[src/temp_msg_pkg.sv]
// Purpose: shared constants and types for the temporary message parser
// Assumes: 8-bit serial characters delivered one per rxValid pulse
// Notes: all cycle counts derive from the system clock rate
package temp_msg_pkg;
    // ****************************************
    // clock and timing
    // ****************************************
    localparam int CLK_HZ = 100_000_000;
    localparam int PROC_LIMIT_MS = 10;
    localparam int PROC_LIMIT_CYC = PROC_LIMIT_MS * (CLK_HZ / 1000);
    // ****************************************
    // characters
    // ****************************************
    localparam logic [7:0] PFX_A = 8'h1F;
    localparam logic [7:0] PFX_B = 8'h5E;
    localparam logic [7:0] CTL_LO = 8'h20;
    localparam logic [7:0] CTL_HI = 8'h2C;
    localparam logic [7:0] EXT_OFS = 8'h50;
    localparam logic [7:0] EXT_LO = 8'h80;
    localparam logic [7:0] EXT_HI = 8'hB8;
    localparam logic [7:0] C_BLINK = 8'h20;
    localparam logic [7:0] C_PIN = 8'h23;
    localparam logic [7:0] C_TMO = 8'h24;
    localparam logic [7:0] C_BLOCK = 8'h26;
    localparam logic [7:0] C_CHSCR = 8'h27;
    localparam logic [7:0] C_TERM = 8'h28;
    localparam logic [7:0] C_EOB = 8'h29;
    localparam logic [7:0] C_EOL = 8'h2B;
    localparam logic [7:0] CH_M = 8'h4D;
    localparam logic [7:0] CH_COLON = 8'h3A;
    localparam logic [7:0] DIG_0 = 8'h30;
    localparam logic [7:0] TERM_RST = 8'h0D;
    // ****************************************
    // timeout and pin encodings
    // ****************************************
    localparam logic [7:0] TMO_NEVER = 8'hFF;
    localparam int TMO_MS_BIT = 7;
    localparam int TMO_MIN_BIT = 6;
    localparam int PIN_UNLOCK = 7;
    localparam int PIN_ON = 6;
    localparam int PIN_OFF = 5;
    localparam int PIN_TOGGLE = 4;
    localparam int PIN_LOCK = 3;
    localparam int PIN_HALT = 2;
    localparam int PIN_RUNDEF = 1;
    localparam int PIN_RUN = 0;
    // ****************************************
    // types
    // ****************************************
    typedef enum logic [1:0] {SCR_NONE = 2'h0, SCR_BLOCK = 2'h1, SCR_CHAR = 2'h2} scroll_t;
    typedef enum logic [1:0] {TU_NONE = 2'h0, TU_10MS = 2'h1, TU_SEC = 2'h2,
        TU_MIN = 2'h3} tmo_unit_t;
endpackage

[src/msg_buf_if.sv]
// Purpose: write and read port bundle for the message text buffer
// Assumes: single clock
// Notes: read data is registered inside the memory
`timescale 1ns/100ps
interface msg_buf_if #(parameter int AW = 7);
    logic wrEn;
    logic [AW-1:0] wrAddr;
    logic [9:0] wrData;
    logic [AW-1:0] rdAddr;
    logic [9:0] rdData;
    modport owner (output wrEn, wrAddr, wrData, rdAddr, input rdData);
    modport mem (input wrEn, wrAddr, wrData, rdAddr, output rdData);
endinterface

[src/msg_buf_mem.sv]
// Purpose: message text store, one entry per decoded display character
// Assumes: entry holds char, bottom-line flag and blink flag
// Notes: read data comes out of a register one cycle after the address
`timescale 1ns/100ps
module msg_buf_mem #(
    parameter int AW = 7
) (
    // clock
    input wire logic clk_sys,
    // port bundle
    msg_buf_if.mem bus
);
    logic [9:0] store [0:(1<<AW)-1];
    logic [9:0] rdData_ff;

    // write and registered read
    always_ff @(posedge clk_sys) begin
        if (bus.wrEn) begin
            store[bus.wrAddr] <= bus.wrData;
        end
        rdData_ff <= store[bus.rdAddr];
    end

    assign bus.rdData = rdData_ff;
endmodule

[src/temp_message_parser.sv]
// Purpose: parse serial temporary message strings and run their steps
// Assumes: rxData/rxValid come from a UART on clk_sys; termChar is static
// Notes: host must not send while busy; display reads buffer after showStart
`timescale 1ns/100ps
// Function
// - serial text is a temporary message, no priority, never queued
// - next display-bound request replaces the shown temporary message
// - processing starts only when the terminator arrives
// - one string processed at a time, next waits until done
// - processing ends within 10 ms, no serial input meanwhile
// - order: output pin, timers, line scrolling, show and start timeout
// - control sequence is two chars; both prefix chars interchangeable
// - second character 20h to 2Ch is a control character
// - other prefixed character plus 50h rebuilds extended char 80h-B8h
// - line-break sequence moves following text to bottom line
// - block-scroll sequence scrolls the line; end-of-block splits blocks
// - end of each line is an implicit end of block
// - char-scroll sequence scrolls line; end-of-block splits scrolled blocks
// - text between two blink sequences blinks at its line's rate
// - literal-terminator sequence becomes terminator text, not end
// - respond to temporary strings exactly as a slave display does
// - timeout digits: 128+n tens of ms, 64+n minutes, n seconds, 255 never
// - pin digits: unlock, on, off, toggle, lock, halt, run default, run
module temp_message_parser #(
    parameter int AW = 7,
    parameter int PROC_CYC = temp_msg_pkg::PROC_LIMIT_CYC
) (
    // clock and reset
    input wire logic clk_sys,
    input wire logic rst,
    // serial characters
    input wire logic [7:0] rxData,
    input wire logic rxValid,
    input wire logic [7:0] termChar,
    // display side
    input wire logic [AW-1:0] dispAddr,
    output logic [9:0] dispData,
    output logic showStart,
    output logic [AW-1:0] msgLen,
    output logic [1:0] scrollTop,
    output logic [1:0] scrollBot,
    output logic [(1<<AW)-1:0] eobMask,
    // timeout and pin
    output logic [1:0] tmoUnit,
    output logic [5:0] tmoValue,
    output logic [6:0] tmoMs,
    output logic pinCfgStb,
    output logic [7:0] pinFlags,
    output logic timerCfgStb,
    // status
    output logic busy
);
    typedef enum logic [2:0] {
        ST_IDLE = 3'h0, ST_PIN = 3'h1, ST_TIMER = 3'h3, ST_SCROLL = 3'h2, ST_SHOW = 3'h6
    } step_t;
    typedef enum logic [2:0] {
        PS_HDR = 3'h0, PS_TEXT = 3'h1, PS_CTL = 3'h3, PS_DIG = 3'h2, PS_SKIP = 3'h6
    } parse_t;

    msg_buf_if #(.AW(AW)) buf_bus ();

    step_t step_ff;
    parse_t parse_ff;
    logic [AW-1:0] wptr_ff;
    logic bottom_ff;
    logic blink_ff;
    logic [1:0] scrT_ff, scrB_ff;
    logic [(1<<AW)-1:0] eob_ff;
    logic [1:0] digCnt_ff;
    logic [7:0] digAcc_ff;
    logic digPin_ff;
    logic pinReq_ff;
    logic [7:0] pinVal_ff;
    logic [7:0] tmoVal_ff;
    logic [23:0] procCnt_ff;
    logic [1:0] hdrCnt_ff;
    logic showStart_ff, pinStb_ff, timStb_ff, busy_ff;
    logic [AW-1:0] msgLen_ff;
    logic [1:0] scrollTop_ff, scrollBot_ff, tmoUnit_ff;
    logic [(1<<AW)-1:0] eobMask_ff;
    logic [5:0] tmoValue_ff;
    logic [6:0] tmoMs_ff;
    logic [7:0] pinFlags_ff;
    logic [7:0] nxt_dig;
    logic rxTake, isPfx, isTerm;

    // ****************************************
    // helpers
    // ****************************************
    function automatic logic prefix_char(input logic [7:0] c);
        prefix_char = (c == temp_msg_pkg::PFX_A) || (c == temp_msg_pkg::PFX_B);
    endfunction

    function automatic logic [7:0] ext_char(input logic [7:0] c);
        ext_char = c + temp_msg_pkg::EXT_OFS;
    endfunction

    // ****************************************
    // text buffer
    // ****************************************
    msg_buf_mem #(.AW(AW)) u_mem (
        .clk_sys(clk_sys),
        .bus(buf_bus.mem)
    );

    // input is refused while a string is being processed
    assign rxTake = rxValid && (step_ff == ST_IDLE);
    assign isPfx = prefix_char(rxData);
    assign isTerm = (rxData == termChar);
    assign nxt_dig = 8'((digAcc_ff * 8'h0A) + (rxData - temp_msg_pkg::DIG_0));
    assign buf_bus.rdAddr = dispAddr;

    // buffer write: text chars, with line and blink attributes
    always_comb begin
        buf_bus.wrEn = 1'b0;
        buf_bus.wrAddr = wptr_ff;
        buf_bus.wrData = {bottom_ff, blink_ff, rxData};
        if (rxTake && parse_ff == PS_TEXT && !isPfx && !isTerm) begin
            buf_bus.wrEn = 1'b1;
        end else if (rxTake && parse_ff == PS_CTL) begin
            if (rxData == temp_msg_pkg::C_TERM) begin
                buf_bus.wrEn = 1'b1;
                buf_bus.wrData = {bottom_ff, blink_ff, termChar};
            end else if (rxData < temp_msg_pkg::CTL_LO || rxData > temp_msg_pkg::CTL_HI) begin
                buf_bus.wrEn = 1'b1;
                buf_bus.wrData = {bottom_ff, blink_ff, ext_char(rxData)};
            end
        end
    end

    // ****************************************
    // character parser
    // ****************************************
    always_ff @(posedge clk_sys) begin
        if (rst) begin
            parse_ff <= PS_HDR;
            hdrCnt_ff <= 2'h0;
        end else if (step_ff == ST_SHOW) begin
            parse_ff <= PS_HDR;
            hdrCnt_ff <= 2'h0;
        end else if (rxTake) begin
            case (parse_ff)
                PS_HDR: begin
                    // accept M: header, also as tail of numbered command prefix
                    if (rxData == temp_msg_pkg::CH_COLON && hdrCnt_ff == 2'h1) begin
                        parse_ff <= PS_TEXT;
                    end else if (rxData == temp_msg_pkg::CH_M) begin
                        hdrCnt_ff <= 2'h1;
                    end else begin
                        hdrCnt_ff <= 2'h0;
                    end
                end
                PS_TEXT: begin
                    if (isTerm) begin
                        parse_ff <= PS_HDR;
                    end else if (isPfx) begin
                        parse_ff <= PS_CTL;
                    end
                end
                PS_CTL: begin
                    if (rxData == temp_msg_pkg::C_PIN || rxData == temp_msg_pkg::C_TMO) begin
                        parse_ff <= PS_DIG;
                    end else begin
                        parse_ff <= PS_TEXT;
                    end
                end
                PS_DIG: begin
                    if (digCnt_ff == 2'h2) begin
                        parse_ff <= PS_TEXT;
                    end
                end
                default: begin
                    parse_ff <= PS_HDR;
                end
            endcase
        end
    end

    // write pointer, line, blink, scroll and block marks
    always_ff @(posedge clk_sys) begin
        if (rst || step_ff == ST_SHOW) begin
            wptr_ff <= '0;
            bottom_ff <= 1'b0;
            blink_ff <= 1'b0;
            scrT_ff <= temp_msg_pkg::SCR_NONE;
            scrB_ff <= temp_msg_pkg::SCR_NONE;
            eob_ff <= '0;
        end else begin
            if (buf_bus.wrEn) begin
                wptr_ff <= wptr_ff + 1'b1;
            end
            if (rxTake && parse_ff == PS_CTL) begin
                case (rxData)
                    temp_msg_pkg::C_EOL: begin
                        bottom_ff <= 1'b1;
                        if (wptr_ff != '0) begin
                            eob_ff[wptr_ff - 1'b1] <= 1'b1;
                        end
                    end
                    temp_msg_pkg::C_BLINK: blink_ff <= ~blink_ff;
                    temp_msg_pkg::C_EOB: begin
                        if (wptr_ff != '0) begin
                            eob_ff[wptr_ff - 1'b1] <= 1'b1;
                        end
                    end
                    temp_msg_pkg::C_BLOCK: begin
                        if (bottom_ff) scrB_ff <= temp_msg_pkg::SCR_BLOCK;
                        else scrT_ff <= temp_msg_pkg::SCR_BLOCK;
                    end
                    temp_msg_pkg::C_CHSCR: begin
                        if (bottom_ff) scrB_ff <= temp_msg_pkg::SCR_CHAR;
                        else scrT_ff <= temp_msg_pkg::SCR_CHAR;
                    end
                    default: begin
                    end
                endcase
            end
            if (rxTake && parse_ff == PS_TEXT && isTerm && wptr_ff != '0) begin
                eob_ff[wptr_ff - 1'b1] <= 1'b1;
            end
        end
    end

    // three-digit fields for pin and timeout
    always_ff @(posedge clk_sys) begin
        if (rst || step_ff == ST_SHOW) begin
            digCnt_ff <= 2'h0;
            digAcc_ff <= 8'h00;
            digPin_ff <= 1'b0;
            pinReq_ff <= 1'b0;
            pinVal_ff <= 8'h00;
            tmoVal_ff <= temp_msg_pkg::TMO_NEVER;
        end else if (rxTake) begin
            if (parse_ff == PS_CTL) begin
                digPin_ff <= (rxData == temp_msg_pkg::C_PIN);
                digCnt_ff <= 2'h0;
                digAcc_ff <= 8'h00;
            end else if (parse_ff == PS_DIG) begin
                digAcc_ff <= nxt_dig;
                digCnt_ff <= digCnt_ff + 2'h1;
                if (digCnt_ff == 2'h2) begin
                    if (digPin_ff) begin
                        pinReq_ff <= 1'b1;
                        pinVal_ff <= nxt_dig;
                    end else begin
                        tmoVal_ff <= nxt_dig;
                    end
                end
            end
        end
    end

    // ****************************************
    // processing sequence
    // ****************************************
    always_ff @(posedge clk_sys) begin
        if (rst) begin
            step_ff <= ST_IDLE;
        end else begin
            case (step_ff)
                ST_IDLE: if (rxTake && parse_ff == PS_TEXT && isTerm) step_ff <= ST_PIN;
                ST_PIN: step_ff <= ST_TIMER;
                ST_TIMER: step_ff <= ST_SCROLL;
                ST_SCROLL: step_ff <= ST_SHOW;
                ST_SHOW: step_ff <= ST_IDLE;
                default: step_ff <= ST_IDLE;
            endcase
        end
    end

    // busy flag and processing time watch
    always_ff @(posedge clk_sys) begin
        if (rst) begin
            busy_ff <= 1'b0;
            procCnt_ff <= '0;
        end else begin
            busy_ff <= (step_ff != ST_IDLE && step_ff != ST_SHOW)
                || (rxTake && parse_ff == PS_TEXT && isTerm);
            procCnt_ff <= (step_ff == ST_IDLE) ? '0 : procCnt_ff + 24'h1;
        end
    end

    // step outputs, each in its fixed slot
    always_ff @(posedge clk_sys) begin
        if (rst) begin
            pinStb_ff <= 1'b0;
            pinFlags_ff <= 8'h00;
            timStb_ff <= 1'b0;
            scrollTop_ff <= temp_msg_pkg::SCR_NONE;
            scrollBot_ff <= temp_msg_pkg::SCR_NONE;
            eobMask_ff <= '0;
            showStart_ff <= 1'b0;
            msgLen_ff <= '0;
            tmoUnit_ff <= temp_msg_pkg::TU_NONE;
            tmoValue_ff <= 6'h00;
            tmoMs_ff <= 7'h00;
        end else begin
            pinStb_ff <= (step_ff == ST_PIN) && pinReq_ff;
            timStb_ff <= (step_ff == ST_TIMER);
            showStart_ff <= (step_ff == ST_SHOW);
            if (step_ff == ST_PIN && pinReq_ff) pinFlags_ff <= pinVal_ff;
            if (step_ff == ST_SCROLL) begin
                scrollTop_ff <= scrT_ff;
                scrollBot_ff <= scrB_ff;
                eobMask_ff <= eob_ff;
            end
            if (step_ff == ST_SHOW) begin
                msgLen_ff <= wptr_ff;
                if (tmoVal_ff == temp_msg_pkg::TMO_NEVER) begin
                    tmoUnit_ff <= temp_msg_pkg::TU_NONE;
                end else if (tmoVal_ff[temp_msg_pkg::TMO_MS_BIT]) begin
                    tmoUnit_ff <= temp_msg_pkg::TU_10MS;
                end else if (tmoVal_ff[temp_msg_pkg::TMO_MIN_BIT]) begin
                    tmoUnit_ff <= temp_msg_pkg::TU_MIN;
                end else begin
                    tmoUnit_ff <= temp_msg_pkg::TU_SEC;
                end
                tmoValue_ff <= tmoVal_ff[5:0];
                tmoMs_ff <= tmoVal_ff[6:0];
            end
        end
    end

    assign dispData = buf_bus.rdData;
    assign showStart = showStart_ff;
    assign msgLen = msgLen_ff;
    assign scrollTop = scrollTop_ff;
    assign scrollBot = scrollBot_ff;
    assign eobMask = eobMask_ff;
    assign tmoUnit = tmoUnit_ff;
    assign tmoValue = tmoValue_ff;
    assign tmoMs = tmoMs_ff;
    assign pinCfgStb = pinStb_ff;
    assign pinFlags = pinFlags_ff;
    assign timerCfgStb = timStb_ff;
    assign busy = busy_ff;
endmodule

[config.mk]
export PLATFORM = sky130hd
export DESIGN_NAME = temp_message_parser
export DESIGN_NICKNAME = d
export VERILOG_FILES = /design/src/temp_msg_pkg.sv /design/src/msg_buf_if.sv /design/src/msg_buf_mem.sv /design/src/temp_message_parser.sv
export SDC_FILE = /design/constraint.sdc
export NUM_CORES = 2
export LEC_CHECK = 0
export BUFFER_PORTS_ARGS = -buffer_cell sky130_fd_sc_hd__buf_2
export CAP_MARGIN = 15
export CELL_PAD_IN_SITES_DETAIL_PLACEMENT = 1
export CELL_PAD_IN_SITES_GLOBAL_PLACEMENT = 1
export CORE_MARGIN = 1
export CORE_UTILIZATION = 40
export DETAILED_ROUTE_END_ITERATION = 8
export GPL_TIMING_DRIVEN = 0
export PLACE_DENSITY_LB_ADDON = 0.1
export SLEW_MARGIN = 20
export SYNTH_ARGS = -nofsm -noshare
export SYNTH_HDL_FRONTEND = slang
export SYNTH_SLANG_ARGS = --single-unit
export TNS_END_PERCENT = 50
[constraint.sdc]
create_clock -name clk_sys -period 23.5 [get_ports clk_sys]
set_clock_uncertainty 0.1 [all_clocks]
set_input_delay 4.7 -clock clk_sys [delete_from_list [all_inputs] [get_ports clk_sys]]
set_output_delay 4.7 -clock clk_sys [all_outputs]
set_load 0.01 [all_outputs]
; Word level (Yosys, flattened, before mapping)
; Memories as Yosys holds them, arrays and structs flattened. A register that Yosys moved wholly into a read port is not among the register bits.
; Cells that the tools add are included.
[totals]
ram_bits = 1280
register_bits = 343
memories = 1
word_cells = 152
[mem_list]
columns = memory, words, width, rd, rd_clocked_by_memory_dff, write_ports, line
row1 = u_mem.store, 128, 10, 1, 1, 1, msg_buf_mem.sv:13  ; logic [9:0] store [0:(1<<AW)-1];
[classes]
mux = 39
reduce_logical = 36
add_sub_neg = 6
multipliers = 1
magnitude_cmp = 4
n_eq_ne = 32
bitwise_logic = 6
[ops]
columns = cell, count
row1 = 128-bit 2-to-1 mux, 5
row2 = 128-bit bitwise OR, 2
row3 = "8-bit by 6-bit equality test with 1-bit output, second input constant", 9
row4 = 8-bit 2-to-1 mux, 6
row5 = 3-bit one-hot mux with 4 select lines, 2
row6 = 2-bit 2-to-1 mux, 9
row7 = "8-bit by 7-bit equality test with 1-bit output, second input constant", 2
row8 = 3-bit 2-to-1 mux, 5
row9 = "3-bit by 2-bit equality test with 1-bit output, second input constant", 4
row10 = 4-bit AND reduction, 3
row11 = 1-bit logical AND, 11
row12 = "2-bit != test, second input constant", 5
row13 = 5-bit AND reduction, 2
row14 = 1-bit 2-to-1 mux, 9
row15 = "8-bit by 7-bit adder with 8-bit output, second input constant", 1
row16 = 8-bit adder, 1
row17 = "8-bit by 5-bit equality test with 1-bit output, second input constant", 1
row18 = 8-bit equality test, 1
row19 = "8-bit equality test, second input constant", 1
row20 = "8-bit by 6-bit > comparator with 1-bit output, second input constant", 1
row21 = "7-bit by 8-bit less-than comparator with 1-bit output, second input constant", 1
row22 = "8-bit by 6-bit less-than comparator with 1-bit output, second input constant", 1
row23 = "8-bit by 3-bit multiplier with 7-bit output, second input constant", 1
row24 = 2-bit one-hot mux with 2 select lines, 2
row25 = other kinds (22), 39

; Depth between registers and ports, before layout
[depth]
ltp_word = 12
depth_mapped = 11
ltp_nobuf = 11

; Modules after synthesis
; Synthesis repeated with hierarchy kept, for this count alone.
[hier_totals]
hier_cells = 3530
area_unflattened_um2 = 62195.9
[by_module_without_submodules]
columns = mod, instances, cells_per_inst, area_per_inst_um2, seq_area_each_um2
row1 = msg_buf_mem, 1, 1998, 49354.8, 38637.1
row2 = temp_message_parser, 1, 1532, 12841.1, 6686.4

; Least setup slack after synthesis
; Ideal clock, no wire load.
[synth_path]
kind = input to register
from = input rxData[4]
to = memory u_mem.store[0][5] (data pin)
arrival_time_ns = 11.101
setup_slack_ns = 11.074
setup_ns = 1.225
path_buffers = 1
stages = 7
cell_sequence = inv_1 -> ha_1 -> nor4bb_1 -> and2_1 -> clkbuf_1 -> nor3_1 -> o31ai_1
[synth_between]
elab_chain_cells = 6
elab_cells_between_ends = 17
[synth_lines]
columns = element, line
row1 = from (decl), temp_message_parser.sv:32  ; input wire logic [7:0] rxData,
row2 = 8-bit by 6-bit less-than comparator with 1-bit output (tied with other cells), temp_message_parser.sv:124  ; end else if (rxData < temp_msg_pkg::CTL_LO || rxData > temp_msg_pkg::CTL_HI) begin
row3 = "1-bit logical OR, on equally long branches", "temp_message_parser.sv:124, temp_message_parser.sv:91"
row4 = 8-bit 2-to-1 mux or 1-bit logical NOT (tied branches), "temp_message_parser.sv:124, temp_message_parser.sv:118"
row5 = 8-bit 2-to-1 mux or 1-bit logical AND (tied branches), "temp_message_parser.sv:121, temp_message_parser.sv:118"
row6 = 8-bit 2-to-1 mux or 1-bit logical AND (tied branches), "temp_message_parser.sv:120, temp_message_parser.sv:118"
row7 = 8-bit 2-to-1 mux (*), temp_message_parser.sv:118  ; if (rxTake && parse_ff == PS_TEXT && !isPfx && !isTerm) begin
row8 = net buf_bus.wrData[5], msg_buf_if.sv:8  ; logic [9:0] wrData;
row9 = to (decl), msg_buf_mem.sv:13
; The timed path passes the listed nets; every way through them passes the cells marked *.

; Worst setup path in the final report
[layout_path]
from = input rxData[4]
to = memory u_mem.store[119][8], enable pin
[layout_between]
elab_chain_cells = 8
elab_cells_between_ends = 18
[layout_lines]
columns = element, line
row1 = 8-bit by 6-bit less-than comparator with 1-bit output (tied with other cells), temp_message_parser.sv:124
row2 = "1-bit logical OR, on equally long branches", "temp_message_parser.sv:124, temp_message_parser.sv:91"
row3 = 1-bit 2-to-1 mux or 1-bit logical NOT (tied branches), "temp_message_parser.sv:124, temp_message_parser.sv:118"
row4 = 1-bit 2-to-1 mux or 1-bit logical AND (tied branches), "temp_message_parser.sv:121, temp_message_parser.sv:118"
row5 = 1-bit 2-to-1 mux or 1-bit logical AND (tied branches), "temp_message_parser.sv:120, temp_message_parser.sv:118"
row6 = 1-bit 2-to-1 mux (*), temp_message_parser.sv:118
row7 = 1-bit 2-to-1 mux (*), msg_buf_mem.sv:18  ; if (bus.wrEn) begin
row8 = 1-bit 2-to-1 mux (not written as such) (*), msg_buf_mem.sv:19  ; store[bus.wrAddr] <= bus.wrData;
; Every way passes the cells marked *; elsewhere a longest branch is shown, timed or not.

==> results.md <==
* CTS tree: done
* Root Driver: clkbuf_16
* Combinational Power Share at about 4.0%
* Gate count after technology mapping at ~4,300
* WL met1 at about 87,000 um
* TritonRoute pass-1 iters at 5
* Number of buffers created by CTS at between 150 and 200
* Pin count of the biggest net entering global routing at between 60 and 70
* Mapped Area at 62,810 um2
* DPL Wire Length at 139,400 um
* Synth warnings at 0
* Final nets at 4,839
* First-pass GRT wire length at 280,800 um
* Worst-path fanout max at 10
* Pint at 4.722 mW
* R2r setup slk at 19.06 ns
* Register bit total from synthesis at ~1,600
* Initial Util at between 40% and 50%
* Post-CTS Setup Inserts at 0
* Critical Path AT at slightly below 9 ns
* Clock share of power at between 40 and 50%
* Metal2 WL at slightly below 100,000 um
* Unrepaired setup endpoints after global routing: no
* Final Hold Viols at 0
* Chip width at 398.3 um
* Worst min path class: reg2reg
* # resized after CTS at 0
* VDD IR max at between 0.00007 and 0.00008 V
* Synthesized area per cell at 14.58 um2
* Vias at 38,340
* Ys flop type: edfxtp_1
* Post-route ant nets at 0
* Worst hold start: eob_ff[18]
* Core Footprint at ~160,000 um2
* Sequential Power Share at 51.2%
* Reg-to-reg endpoint: u_mem.store[115][5]
* Worst EP required at approximately 24 ns
* Clk buf depth at 3
* Multi-input gate area at roughly 17,000 um2
* Sink Count at approximately 1,600
* Max incr delay on CP at slightly below 1 ns
* Initial antenna violation count at 19
* Hold Crit Depth at 2
* Total Wirelength at approximately 200,000 um
* Async SR Flop Fraction at 0%
* Pwr Density at 81.87 nW/um2
* Setup CP Type: in2reg
* Crit end category: flop
* Hold worst-path end: eob_ff[18]
* Maxcap violations at 0
* Critical path cell sequence: buf_2 > inv_1 > ha_1 > nor4bb_1 > nand2_1 > a21oi_1 > o21ai_1 > clkbuf_2 > nor2_1
* Clock transition at path regs at 0.06 ns
* Fmax at 116.3 MHz
* Met3 WL at between 9000 and 10,000 um
* Via count of the first global-routing pass at just under 40,000
* Synth-to-layout area growth at 17.39%
* P_leak at approximately 26 nW
* Drt wl/cell at approximately 28 um
* Critical Path Source Type: input port
* Number of DRC markers in iteration 0 at between 2,000 and 3,000
* Number of synthesized flops with an enable pin at approximately 1,300
* Setup_tns at 0 ns
* # IOs at just over 200
* # fillers at around 16,000
* Vias/cell at approximately 5.5
* CTS Hold Bufs at 0
* Switch Pwr at approximately 1.3 mW
* Gr ovfl total at 0
* H-tree levels at 4
* Slew Limit Fails at 0
* Switching part of the total at a little over a fifth
* Synth Net Count at about 4,400
* GRT Util Overall at between 20% and 30%
* Post-synth cell types at around 80
* Rel. slew slack at between 20 and 25%
* Number of cell rows at 145
* Top routing layer in use: met5
* Register area at about 45,000 um2
* Worst-case reg-to-reg path depth at 7
* R2r startpoint: parse_ff[0]
* Clock latency on the worst-skew pair at 0.82 ns
* CP max-delay cell: nor2_1
* Tmin final at between 8 and 9 ns
* Util after Layout at a little under half
* Final Cycle Share at around 37%
* Port Buffers at between 150 and 200
* Least-Margin Pin Slew at 1.200 ns
* Finish-stage setup viols at 0
* Die H at approximately 400 um
* DRC viols at 0
* GPL Wtd Cong at 0.8241
* Share of cells above drive strength 1 at 14.77%
* Die area at ~160,000 um2
* Seq/Total Area, Yosys at roughly 72%
* Status: complete, no violations
-- sequential cells by signal, summed over array words and instances (netlist names), 2 cells and up --
| signal | count |
|---|---|
| u_mem.store | 1280 |
| scrT_ff | 2 |
| tmoVal_ff | 8 |
| tmoValue | 5 |
| msgLen | 7 |
| pinVal_ff | 8 |
| digCnt_ff | 2 |
| eobMask | 128 |
| scrollBot | 2 |
| digAcc_ff | 7 |
| pinFlags | 8 |
| eob_ff | 128 |
| parse_ff | 2 |
| buf_bus.wrAddr | 7 |
| tmoMs | 2 |
| u_mem.bus.rdData | 10 |
| step_ff | 3 |
| scrollTop | 2 |
| scrB_ff | 2 |
| tmoUnit | 2 |
-- cell families after synthesis --
group / Yosys count / share of synthesized area, %
fa+ha+maj: 28 / 0.5817
buf+inv: 301 / 1.974
simple gates: 965 / 7.098
flops: 1624 / 72.17
xor+xnor: 21 / 0.3148
mux: 649 / 10.34
compound gates: 721 / 7.523
-- worst max-delay path by stage --
stage                    from  cells after the start             endpoint  slack, ns
floorplan           rxData[4]                      7    u_mem.store[0][5]      11.07
global placement    rxData[4]                      8   u_mem.store[13][5]       1.73
detailed placement  rxData[4]                      9   u_mem.store[63][1]      13.99
CTS                 rxData[4]                      9   u_mem.store[63][5]      14.83
global route        rxData[4]                      9  u_mem.store[119][8]      14.75
finish              rxData[4]                      9  u_mem.store[119][8]      14.90
-- stage by stage --
stage | power, mW | instance area, um2 | setup slack [ns] | hold WS, ns | cells
finish | 6.036 | 73730 | 14.90 | 0.3485 | 6992
global route | 6.201 | 73710 | 14.75 | 0.3689 | 6986
CTS | 6.083 | 73690 | 14.83 | 0.3511 | 6986
detailed placement | 3.393 | 68090 | 13.99 | 0.3432 | 6667
global placement | 3.384 | 66370 | 1.729 | 0.3351 | 6564
floorplan | 3.281 | 62810 | 11.07 | 0.3249 | 4309
-- layout by cell type (no fill, tap or decap), drive strengths merged, types with 5 or more instances in the layout --
| cell type | instances |
|---|---|
| o21ai | 113 |
| a22o | 44 |
| nor4bb | 5 |
| bufinv | 11 |
| buf | 405 |
| clkbuf | 405 |
| or4 | 13 |
| o211ai | 5 |
| nor3b | 6 |
| diode | 6 |
| o31ai | 5 |
| dfxtp | 344 |
| inv | 29 |
| edfxtp | 1280 |
| ha | 26 |
| o2111ai | 13 |
| a21o | 14 |
| nor3 | 69 |
| nand2b | 14 |
| nand3 | 60 |
| clkinv | 64 |
| nor4 | 35 |
| o22ai | 5 |
| nor2b | 13 |
| clkinvlp | 6 |
| nor2 | 126 |
| or3 | 5 |
| a22oi | 283 |
| and4b | 5 |
| nand4 | 53 |
| a21oi | 216 |
| nand2 | 522 |
| mux2i | 649 |
| and2 | 9 |
| xnor2 | 16 |
| nor4b | 7 |
-- critical path: cells and delay by family --
family	cells	cell delay, ns
AND/OR/NAND/NOR	3	1.73
AO/OA/AOI/OAI	2	1.23
adder cells (fa/ha/maj)	1	0.27
buffers and inverters	3	0.97
-- Yosys cell counts, types with 9 or more instances --
library cell | count | share of area [%]
a21o_1 | 14 | 0.17
a21oi_1 | 216 | 1.7
a22o_1 | 44 | 0.61
a22oi_1 | 282 | 3.4
buf_1 | 29 | 0.17
buf_2 | 70 | 0.56
clkbuf_1 | 175 | 1.0
dfxtp_1 | 344 | 11
edfxtp_1 | 1280 | 61
ha_1 | 26 | 0.52
inv_1 | 20 | 0.12
mux2i_1 | 649 | 10
nand2_1 | 522 | 3.1
nand2b_1 | 14 | 0.14
nand3_1 | 60 | 0.48
nand4_1 | 53 | 0.53
nor2_1 | 125 | 0.75
nor2b_1 | 13 | 0.13
nor3_1 | 67 | 0.53
nor4_1 | 32 | 0.32
o2111ai_1 | 9 | 0.13
o21ai_0 | 95 | 0.76
o21ai_1 | 18 | 0.14
or4_1 | 11 | 0.13
xnor2_1 | 16 | 0.22
-- power groups by stage --
stage | combinational [mW] | sequential [mW] | clock [mW]
6_report | 0.241 | 3.09 | 2.71
5_1_grt | 0.254 | 3.09 | 2.86
4_1_cts | 0.244 | 3.09 | 2.75
3_5_place_dp | 0.243 | 3.15 | 0
3_3_place_gp | 0.220 | 3.16 | 0
2_1_floorplan | 0.123 | 3.16 | 0
-- routing by layer --
layer  vias up  global-route usage, %
met5         -                      0
li1      17350                      -
met2       904                  41.67
met4        10                  5.562
met1     19860                  33.32
met3       215                  3.809
-- layout make-up --
class / instances / share of cell area (%)
clock buffers: 230 / 6.495
diodes: 6 / 0.02037
clock inverters: 89 / 1.090
plain buffers: 280 / 1.582
well taps: 2058 / 3.493
multi-input cells: 2384 / 22.60
repair buffers: 300 / 3.131
flip-flops and latches: 1624 / 61.49
inverters: 21 / 0.1069
Power figures use the tool's default switching activity.
